==> src/verilog/long_timer_consts.svh <==
// register offsets, field positions, reset values and timing counts
`ifndef LONG_TIMER_CONSTS_SVH
`define LONG_TIMER_CONSTS_SVH
`define OFS_COUNTER_VALUE   4'h0
`define OFS_COUNTER_CONTROL 4'h1
`define OFS_COUNT_MODE      4'h2
`define OFS_LINK_SELECT_7   4'h3
`define OFS_CLOCK_CTRL_1ST  4'h4
`define OFS_CLOCK_CTRL_2ND  4'h5
`define OFS_INT_MASK_HIGH   4'h6
`define OFS_INT_REQ_HIGH    4'h7
`define BIT_COUNT_START     0
`define BIT_UNDERFLOW       5
`define BIT_CLOCK_RUN       7
`define BIT_WAIT_CONTROL    0
`define BIT_WAIT_STATUS     1
`define BIT_COUNTER_INT     6
`define LINK_TO_COUNTER     4'h4
`define LINK_MAX_CODE       4'h9
`define SRC_LINKED_EVENT    3'h5
`define CYCLE_ONE_SECOND    3'h2
`define CYCLE_HALF_SECOND   3'h1
`define SOURCE_FIELD        6:4
`define LINK_FIELD          3:0
`define CYCLE_FIELD         2:0
`define CLOCK_CTRL_WMASK    8'hbf
`define DIVIDER_LIMIT       (2**28)
`define RST_COUNTER_VALUE   16'hffff
`define RST_INT_MASK        8'hff
`define CLOCK_HZ            250000000
`define SECOND_CYCLES       (`CLOCK_HZ)
`define HALF_SECOND_CYCLES  (`CLOCK_HZ / 2)
`endif

==> src/verilog/long_timer_pkg.sv <==
// types shared by the long interval timer
package long_timer_pkg;
   typedef struct packed {
      logic        read;
      logic        write;
      logic [3:0]  address;
      logic [31:0] writedata;
   } bus_req_t;
   typedef struct packed {
      logic [31:0] readdata;
      logic        waitrequest;
   } bus_rsp_t;
   typedef enum logic [1:0] {
      bus_idle = 2'b00,
      bus_done = 2'b01
   } bus_state_t;
endpackage : long_timer_pkg

==> src/verilog/cycle_divider.sv <==
// divider making one-cycle enable pulses at a programmable period
module cycle_divider #(
   parameter int WIDTH = 28
) (
   input  wire logic             mclk,
   input  wire logic             reset_n,
   input  wire logic             run,
   input  wire logic [WIDTH-1:0] period,
   output logic                  tick
);
   typedef struct packed {
      logic [WIDTH-1:0] count;
      logic             tick;
   } div_state_t;
   div_state_t state_ff;
   div_state_t nxt_state;
   initial begin
      if (WIDTH < 2) $error("divider too narrow");
   end
   always_comb begin
      nxt_state = state_ff;
      nxt_state.tick = 1'b0;
      if (!run) begin
         nxt_state.count = '0;
      end else if (state_ff.count >= period - WIDTH'(1)) begin
         nxt_state.count = '0;
         nxt_state.tick  = 1'b1;
      end else begin
         nxt_state.count = state_ff.count + WIDTH'(1);
      end
   end
   always_ff @(posedge mclk or negedge reset_n) begin
      if (!reset_n) begin
         state_ff <= '0;
      end else begin
         state_ff <= nxt_state;
      end
   end
   assign tick = state_ff.tick;
endmodule : cycle_divider

==> src/verilog/long_timer.sv <==
// event linked long interval timer with clock event source and bus slave
`include "long_timer_consts.svh"

// Behaviour
// - 16-bit count register sets start value; decrements per count event
// - link input 7 takes the clock's fixed-cycle event
// - link code 4 routes to counter; 0 off; 1..9 others; rest ignored
// - each linked event counts the counter down by one; at zero it reloads the start value instead
// - underflow flag in control bit 5; software clears it
// - control bit 0 starts counting at 1, stops at 0
// - first clock control bit 7 runs the clock counters
// - mask bit 6 zero allows the counter interrupt, one blocks it
// - request flag bit 6 reads 1 while a request is pending
// - wait control bit 0 halts the seconds counters for access
// - read-only wait status bit 1 reports halted counters
// - count source code 101 selects the linked event input
// - fixed-cycle code 010 gives one event per second
module long_timer
   import long_timer_pkg::*;
#(
   parameter int SECOND_CYCLES = `SECOND_CYCLES,
   parameter int HALF_CYCLES   = `HALF_SECOND_CYCLES
) (
   input  wire logic        mclk,
   input  wire logic        reset_n,
   input  wire logic [3:0]  avs_address,
   input  wire logic        avs_read,
   input  wire logic        avs_write,
   input  wire logic [31:0] avs_writedata,
   output logic [31:0]      avs_readdata,
   output logic             avs_waitrequest,
   output logic             counter_irq,
   output logic             second_tick
);
   typedef struct packed {
      bus_state_t  bus;
      logic [31:0] readdata;
      logic [15:0] reload;
      logic [15:0] count;
      logic        start;
      logic        underflow;
      logic [2:0]  source;
      logic [3:0]  link;
      logic [7:0]  clock_ctrl;
      logic        wait_ctrl;
      logic        wait_status;
      logic [7:0]  mask;
      logic [7:0]  request;
      logic        irq;
      logic        tick;
      logic        busy;
   } timer_state_t;

   timer_state_t state_ff;
   timer_state_t nxt_state;
   bus_req_t     req;
   logic         sec_pulse;
   logic         half_pulse;
   logic         clock_event;
   logic         count_event;
   logic         wr_take;
   logic         rd_take;

   initial begin
      if (SECOND_CYCLES < 2 || HALF_CYCLES < 1
          || SECOND_CYCLES >= `DIVIDER_LIMIT
          || HALF_CYCLES >= `DIVIDER_LIMIT) $error("bad period");
   end

   assign req = '{read: avs_read, write: avs_write,
                  address: avs_address, writedata: avs_writedata};

   // seconds divider halts while the clock is stopped or waiting
   cycle_divider #(.WIDTH(28)) u_second (
      .mclk    (mclk),
      .reset_n (reset_n),
      .run     (state_ff.clock_ctrl[`BIT_CLOCK_RUN] && !state_ff.wait_ctrl),
      .period  (28'(SECOND_CYCLES)),
      .tick    (sec_pulse)
   );

   cycle_divider #(.WIDTH(28)) u_half (
      .mclk    (mclk),
      .reset_n (reset_n),
      .run     (state_ff.clock_ctrl[`BIT_CLOCK_RUN] && !state_ff.wait_ctrl),
      .period  (28'(HALF_CYCLES)),
      .tick    (half_pulse)
   );

   always_comb begin
      unique case (state_ff.clock_ctrl[`CYCLE_FIELD])
         `CYCLE_ONE_SECOND:  clock_event = sec_pulse;
         `CYCLE_HALF_SECOND: clock_event = half_pulse;
         default:            clock_event = 1'b0;
      endcase
   end

   // link input 7 fed by the clock event, routed only by code 4
   assign count_event = clock_event
                      && state_ff.link == `LINK_TO_COUNTER
                      && state_ff.source == `SRC_LINKED_EVENT;

   // a write lands at the edge where the master sees waitrequest low
   assign wr_take = req.write && state_ff.bus == bus_done;
   assign rd_take = req.read && !req.write && state_ff.bus == bus_idle;

   always_comb begin
      logic [7:0] wb;
      wb = req.writedata[7:0];
      nxt_state = state_ff;
      nxt_state.tick = sec_pulse;
      // single wait cycle, answer on the second edge
      if (state_ff.bus == bus_done) begin
         nxt_state.bus = bus_idle;
      end else if (req.read || req.write) begin
         nxt_state.bus = bus_done;
      end
      nxt_state.busy = nxt_state.bus != bus_done;
      if (rd_take) begin
         nxt_state.readdata = '0;
         unique case (req.address)
            `OFS_COUNTER_VALUE:
               nxt_state.readdata[15:0] = state_ff.count;
            `OFS_COUNTER_CONTROL: begin
               nxt_state.readdata[`BIT_UNDERFLOW]   = state_ff.underflow;
               nxt_state.readdata[`BIT_COUNT_START] = state_ff.start;
            end
            `OFS_COUNT_MODE:
               nxt_state.readdata[`SOURCE_FIELD] = state_ff.source;
            `OFS_LINK_SELECT_7:
               nxt_state.readdata[`LINK_FIELD] = state_ff.link;
            `OFS_CLOCK_CTRL_1ST:
               nxt_state.readdata[7:0] = state_ff.clock_ctrl;
            `OFS_CLOCK_CTRL_2ND: begin
               nxt_state.readdata[`BIT_WAIT_STATUS]  = state_ff.wait_status;
               nxt_state.readdata[`BIT_WAIT_CONTROL] = state_ff.wait_ctrl;
            end
            `OFS_INT_MASK_HIGH:
               nxt_state.readdata[7:0] = state_ff.mask;
            `OFS_INT_REQ_HIGH:
               nxt_state.readdata[7:0] = state_ff.request;
            default:
               nxt_state.readdata = '0;
         endcase
      end
      // wait status follows the wait control one cycle later
      nxt_state.wait_status = state_ff.wait_ctrl;
      // counting: one step per linked event
      if (state_ff.start && count_event) begin
         if (state_ff.count == 16'h0000) begin
            nxt_state.count     = state_ff.reload;
            nxt_state.underflow = 1'b1;
            nxt_state.request[`BIT_COUNTER_INT] = 1'b1;
         end else begin
            nxt_state.count = state_ff.count - 16'h0001;
         end
      end
      if (wr_take) begin
         unique case (req.address)
            `OFS_COUNTER_VALUE: begin
               nxt_state.reload = req.writedata[15:0];
               nxt_state.count  = req.writedata[15:0];
            end
            `OFS_COUNTER_CONTROL: begin
               nxt_state.start = wb[`BIT_COUNT_START];
               // writing 0 clears, but a same-cycle underflow wins
               if (!wb[`BIT_UNDERFLOW] && !nxt_state.underflow) begin
                  nxt_state.underflow = 1'b0;
               end else if (!wb[`BIT_UNDERFLOW] && !state_ff.underflow) begin
                  nxt_state.underflow = 1'b1;
               end else if (!wb[`BIT_UNDERFLOW]
                            && !(state_ff.start && count_event
                                 && state_ff.count == 16'h0000)) begin
                  nxt_state.underflow = 1'b0;
               end
            end
            `OFS_COUNT_MODE:
               nxt_state.source = wb[`SOURCE_FIELD];
            `OFS_LINK_SELECT_7:
               if (wb[`LINK_FIELD] <= `LINK_MAX_CODE) begin
                  nxt_state.link = wb[`LINK_FIELD];
               end
            `OFS_CLOCK_CTRL_1ST:
               nxt_state.clock_ctrl = wb & `CLOCK_CTRL_WMASK;
            `OFS_CLOCK_CTRL_2ND:
               nxt_state.wait_ctrl = wb[`BIT_WAIT_CONTROL];
            `OFS_INT_MASK_HIGH:
               nxt_state.mask = wb;
            `OFS_INT_REQ_HIGH: begin
               // zeros clear set request bits even if an event sets them now; a clear bit still takes a new event
               nxt_state.request = (state_ff.request & wb)
                  | (nxt_state.request & ~state_ff.request);
            end
            default: ;
         endcase
      end
      nxt_state.irq = |(nxt_state.request & ~nxt_state.mask
                        & 8'(1 << `BIT_COUNTER_INT));
   end

   always_ff @(posedge mclk or negedge reset_n) begin
      if (!reset_n) begin
         state_ff         <= '0;
         state_ff.reload  <= `RST_COUNTER_VALUE;
         state_ff.count   <= `RST_COUNTER_VALUE;
         state_ff.mask    <= `RST_INT_MASK;
         state_ff.busy    <= 1'b1;
      end else begin
         state_ff <= nxt_state;
      end
   end

   assign avs_readdata    = state_ff.readdata;
   assign avs_waitrequest = state_ff.busy;
   assign counter_irq     = state_ff.irq;
   assign second_tick     = state_ff.tick;
endmodule : long_timer

==> config.mk <==
export PLATFORM = sky130hd
export DESIGN_NAME = long_timer
export DESIGN_NICKNAME = d
export VERILOG_FILES = /design/src/verilog/long_timer_pkg.sv /design/src/verilog/cycle_divider.sv /design/src/verilog/long_timer.sv
export VERILOG_INCLUDE_DIRS = /design/src /design/src/verilog
export SDC_FILE = /design/constraint.sdc
export NUM_CORES = 1
export LEC_CHECK = 0
export ABC_AREA = 1
export BUFFER_PORTS_ARGS = -buffer_cell sky130_fd_sc_hd__buf_2
export CAP_MARGIN = 0
export CORE_MARGIN = 2
export CORE_UTILIZATION = 60
export DETAILED_ROUTE_END_ITERATION = 10
export PLACE_DENSITY_LB_ADDON = 0.2
export SYNTH_ARGS = -nofsm -noshare
export SYNTH_HDL_FRONTEND = slang
export SYNTH_SLANG_ARGS = --single-unit
export TNS_END_PERCENT = 100
==> constraint.sdc <==
create_clock -name mclk -period 1.8 [get_ports mclk]
set_input_delay 0.09 -clock mclk [delete_from_list [all_inputs] [get_ports mclk]]
set_output_delay 0.09 -clock mclk [all_outputs]
set_load 0.01 [all_outputs]
==> flow_summary_export.csv <==
group,metric,value,unit
setup_path,start_kind,"flop",
timing,fin_hold_ws,10.7,ps
setup_path,reg2regPathDepth,8,
synthesis,ys_seq_area_share,44.7,%
power,power_leakage,0.00444,uW
clock_tree,clockBufferDepth,2,
clock_tree,clock_latency,430,ps
drt,routed_via_density,5.26,
setup_path,rr_startpoint,"u_second.state_ff[1]",
clock_tree,cts_sinks,145,
timing,finalHoldViolCount,0,
synthesis,ys_async_sr_fraction,100,%
synthesis,synth_edf_count,0,
global_routing,grt_overflow,0,
finish,nets,1200,
setup_path,end_kind,"flop",
drt,dr.pass1.iters,6,
synthesis,ys_warn_count,0,
timing,relSlewSlack,64.9,%
clock_tree,htree_num_levels,4,
setup_path,cp_max_fo,19,
floorplan,dieArea,0.0147,mm2
timing,worst_pin_slew,525,ps
global_routing,grt_start_max_net_pins,43,
flow_run,max-cap-violations,0,
min_path,hold_depth,3,
min_path,hp-start,"avs_write",
synthesis,netlist_instances,1081,
setup_path,critPathKind,"flop to flop",
synthesis,synth_top_family_by_area,"simple AND/OR/NAND/NOR gates",
synthesis,yosys.area_share.simple,33.6,%
power,powerDensity,1170,mW/mm2
synthesis,synthDistinctLibCells,43,
global_routing,grt_pass1_wl,32800,um
finish,area_delta_synth_final,15.3,%
timing,drv_slew,0,
setup_path,reg2reg_slack,100,ps
synthesis,synth_seq_cells,145,
global_routing,grt_usage,28.5,%
status,status,"complete, no violations",
clock_tree,clock_tree.root_cell,"clkbuf_16",
synthesis,syn_avg_cell_area,7.61,um2
synthesis,synth-adder-area-share,0.456,%
clock_tree,numCtsBuffers,17,
clock_tree,path_clk_slew,60,ps
drt,drtIter0Drc,638,
timing,finalWorstSetupSlack,97.5,ps
setup_path,r2r-end,"u_second.state_ff[4]",
clock_tree,cts_tree,"yes",
power,vdd_drop_max,0.717,mV
placement,gp_congestion,0.950,
placement,io_buffers,42,
floorplan,pin_count,75,
floorplan,rows,42,
drt,wl_per_cell,14.4,um
min_path,hp-class,"primary input to flop",
synthesis,synth_compound_area_share,7.51,%
synthesis,syn-cell-area,0.00823,mm2
floorplan,start_util,61.9,%
drt,drcViolationCount,0,
timing,finalSetupViolCount,0,
global_routing,antenna_found_initial,0,
floorplan,die_h,121,um
placement,hpwl,13800,um
drt,drtAntennaViolNets,0,
floorplan,die_w,121,um
setup_path,required,2150,ps
finish,diodes,0,
synthesis,synth_xor_area_share,3.94,%
timing,min_period_over_period,94.6,%
global_routing,grt_pass1_vias,6932,
finish,drive_gt1_share,17.9,%
drt,drt_wl_total,19400,um
floorplan,core_area,0.0133,mm2
synthesis,synthMuxAreaShare,0,%
drt,route.vias.total,7080,
timing,min_period,1700,ps
timing,worst_clock_skew,5.93,ps
timing,rsz0062_at_grt,"true",
setup_path,arrival,2050,ps
placement,pre_cts_slack,72.0,ps
timing,fmax,587,MHz
synthesis,dominantRegCellSynth,"dfrtp_1",
min_path,holdPathEnd,"state_ff[102]",
-- layer usage --
metal	wire length, um	vias up	GRT usage [%]
li1	-	3540	-
met1	8580	3302	38.1
met2	9320	203	46.1
met3	1030	35	4.84
met4	429	0	11.6
met5	0	-	0
-- power breakdown --
part / leakage, uW / total [uW] / switching, uW / internal [uW]
clock network: 0.000304 / 3630 / 1350 / 2280
registers: 0.00183 / 4670 / 467 / 4200
logic: 0.00230 / 2760 / 1770 / 984
total: 0.00444 / 11100 / 3590 / 7460
-- Yosys cell counts, types with 4 or more instances --
cell | instances | area share (%)
a21boi_0 | 5 | 0.46
a21oi_1 | 17 | 1.0
buf_2 | 6 | 0.37
buf_4 | 35 | 3.2
clkbuf_1 | 4 | 0.18
dfrtp_1 | 104 | 32
dfstp_2 | 41 | 13
inv_1 | 114 | 5.2
inv_2 | 9 | 0.41
nand2_1 | 312 | 14
nand2_2 | 7 | 0.53
nand3_1 | 62 | 3.8
nand3_2 | 4 | 0.49
nand3b_1 | 4 | 0.37
nand4_1 | 21 | 1.6
nor2_1 | 132 | 6.0
nor2_2 | 18 | 1.4
nor2_4 | 8 | 1.1
nor3_1 | 24 | 1.5
nor3_4 | 6 | 1.2
o21ai_0 | 69 | 4.2
o21ai_1 | 7 | 0.43
o22ai_1 | 5 | 0.38
xnor2_1 | 13 | 1.4
xor2_1 | 24 | 2.6
-- worst max path at each step --
| stage | start | to | cells past startpoint |
|---|---|---|---|
| after detailed placement | state_ff[103] | state_ff[48] | 9 |
| final | u_second.state_ff[1] | u_second.state_ff[4] | 8 |
| after floorplan | state_ff[38] | state_ff[40] | 12 |
| after global placement | state_ff[39] | counter_irq | 9 |
| after global routing | state_ff[103] | state_ff[48] | 9 |
| after CTS | state_ff[39] | counter_irq | 9 |
-- critical path, stage by stage, from the launching register on --
cell and delay (ps):
dfrtp_1 420, ha_2 230, nand3_2 120, inv_2 60, nand3_1 120, nand3b_4 100, a21oi_4 250, nand2_8 150
nor2_1 160
-- layout make-up --
class | count | area [um2]
inverter | 123 | 464
sequential | 145 | 3680
clock buffer | 22 | 474
tap | 176 | 220
multi-input combinational | 781 | 3840
clock inverter | 10 | 133
timing repair buffer | 89 | 671
fill | 1097 | 3810
-- cell usage in the layout (no fill, tap or decap), drive strengths merged --
| cell | instances |
|---|---|
| a21oi | 19 |
| or2 | 3 |
| inv | 123 |
| and2 | 1 |
| xnor2 | 13 |
| a21boi | 5 |
| clkinv | 7 |
| nand2 | 321 |
| o2111ai | 1 |
| o211ai | 1 |
| conb | 17 |
| nor4 | 2 |
| nand3 | 66 |
| a211oi | 2 |
| buf | 70 |
| xor2 | 24 |
| dfstp | 41 |
| dlygate4sd3 | 19 |
| clkbuf | 22 |
| o21ai | 76 |
| nand3b | 5 |
| o22ai | 5 |
| nand4 | 21 |
| bufinv | 3 |
| dfrtp | 104 |
| ha | 3 |
| a21o | 2 |
| nor3b | 1 |
| nor2 | 158 |
| a31oi | 2 |
| nor3 | 33 |
-- sequential cells by signal, summed over array words and instances (netlist names), named ones only --
signal,flops
state_ff,55
counter_irq,1
u_second.state_ff,28
nxt_state,1
avs_waitrequest,1
u_second.tick,1
u_half.tick,1
avs_readdata,16
second_tick,1
u_half.state_ff,28
-- through the flow --
step	util, %	area (um2)	total power (uW)	cells	setup TNS [ps]
3_3_place_gp	64.9	8630	7270	1293	0
2_1_floorplan	-	8290	6620	1097	0
4_1_cts	70.9	9420	11000	1344	0
5_1_grt	71.3	9480	11700	1346	-16.9
6_report	71.3	9480	11100	1346	0
3_5_place_dp	64.9	8630	7340	1293	0
-- logic make-up after synthesis --
| group | count (synthesis) |
|---|---|
| AO/OA/AOI/OAI | 113 |
| XOR/XNOR | 37 |
| adder cells (fa/ha/maj) | 3 |
| buffers and inverters | 171 |
| flip-flops | 145 |
| other | 1 |
| AND/OR/NAND/NOR | 611 |
-- timing repair --
action | 4_1_cts | 5_1_grt
hold buffers | 19 | 0
setup buffers | 0 | 2
gates resized for setup | 0 | 12
endpoints found under the setup margin | 0 | 29
endpoints found under the hold margin | 145 | 0
Power figures use the tool's default switching activity.
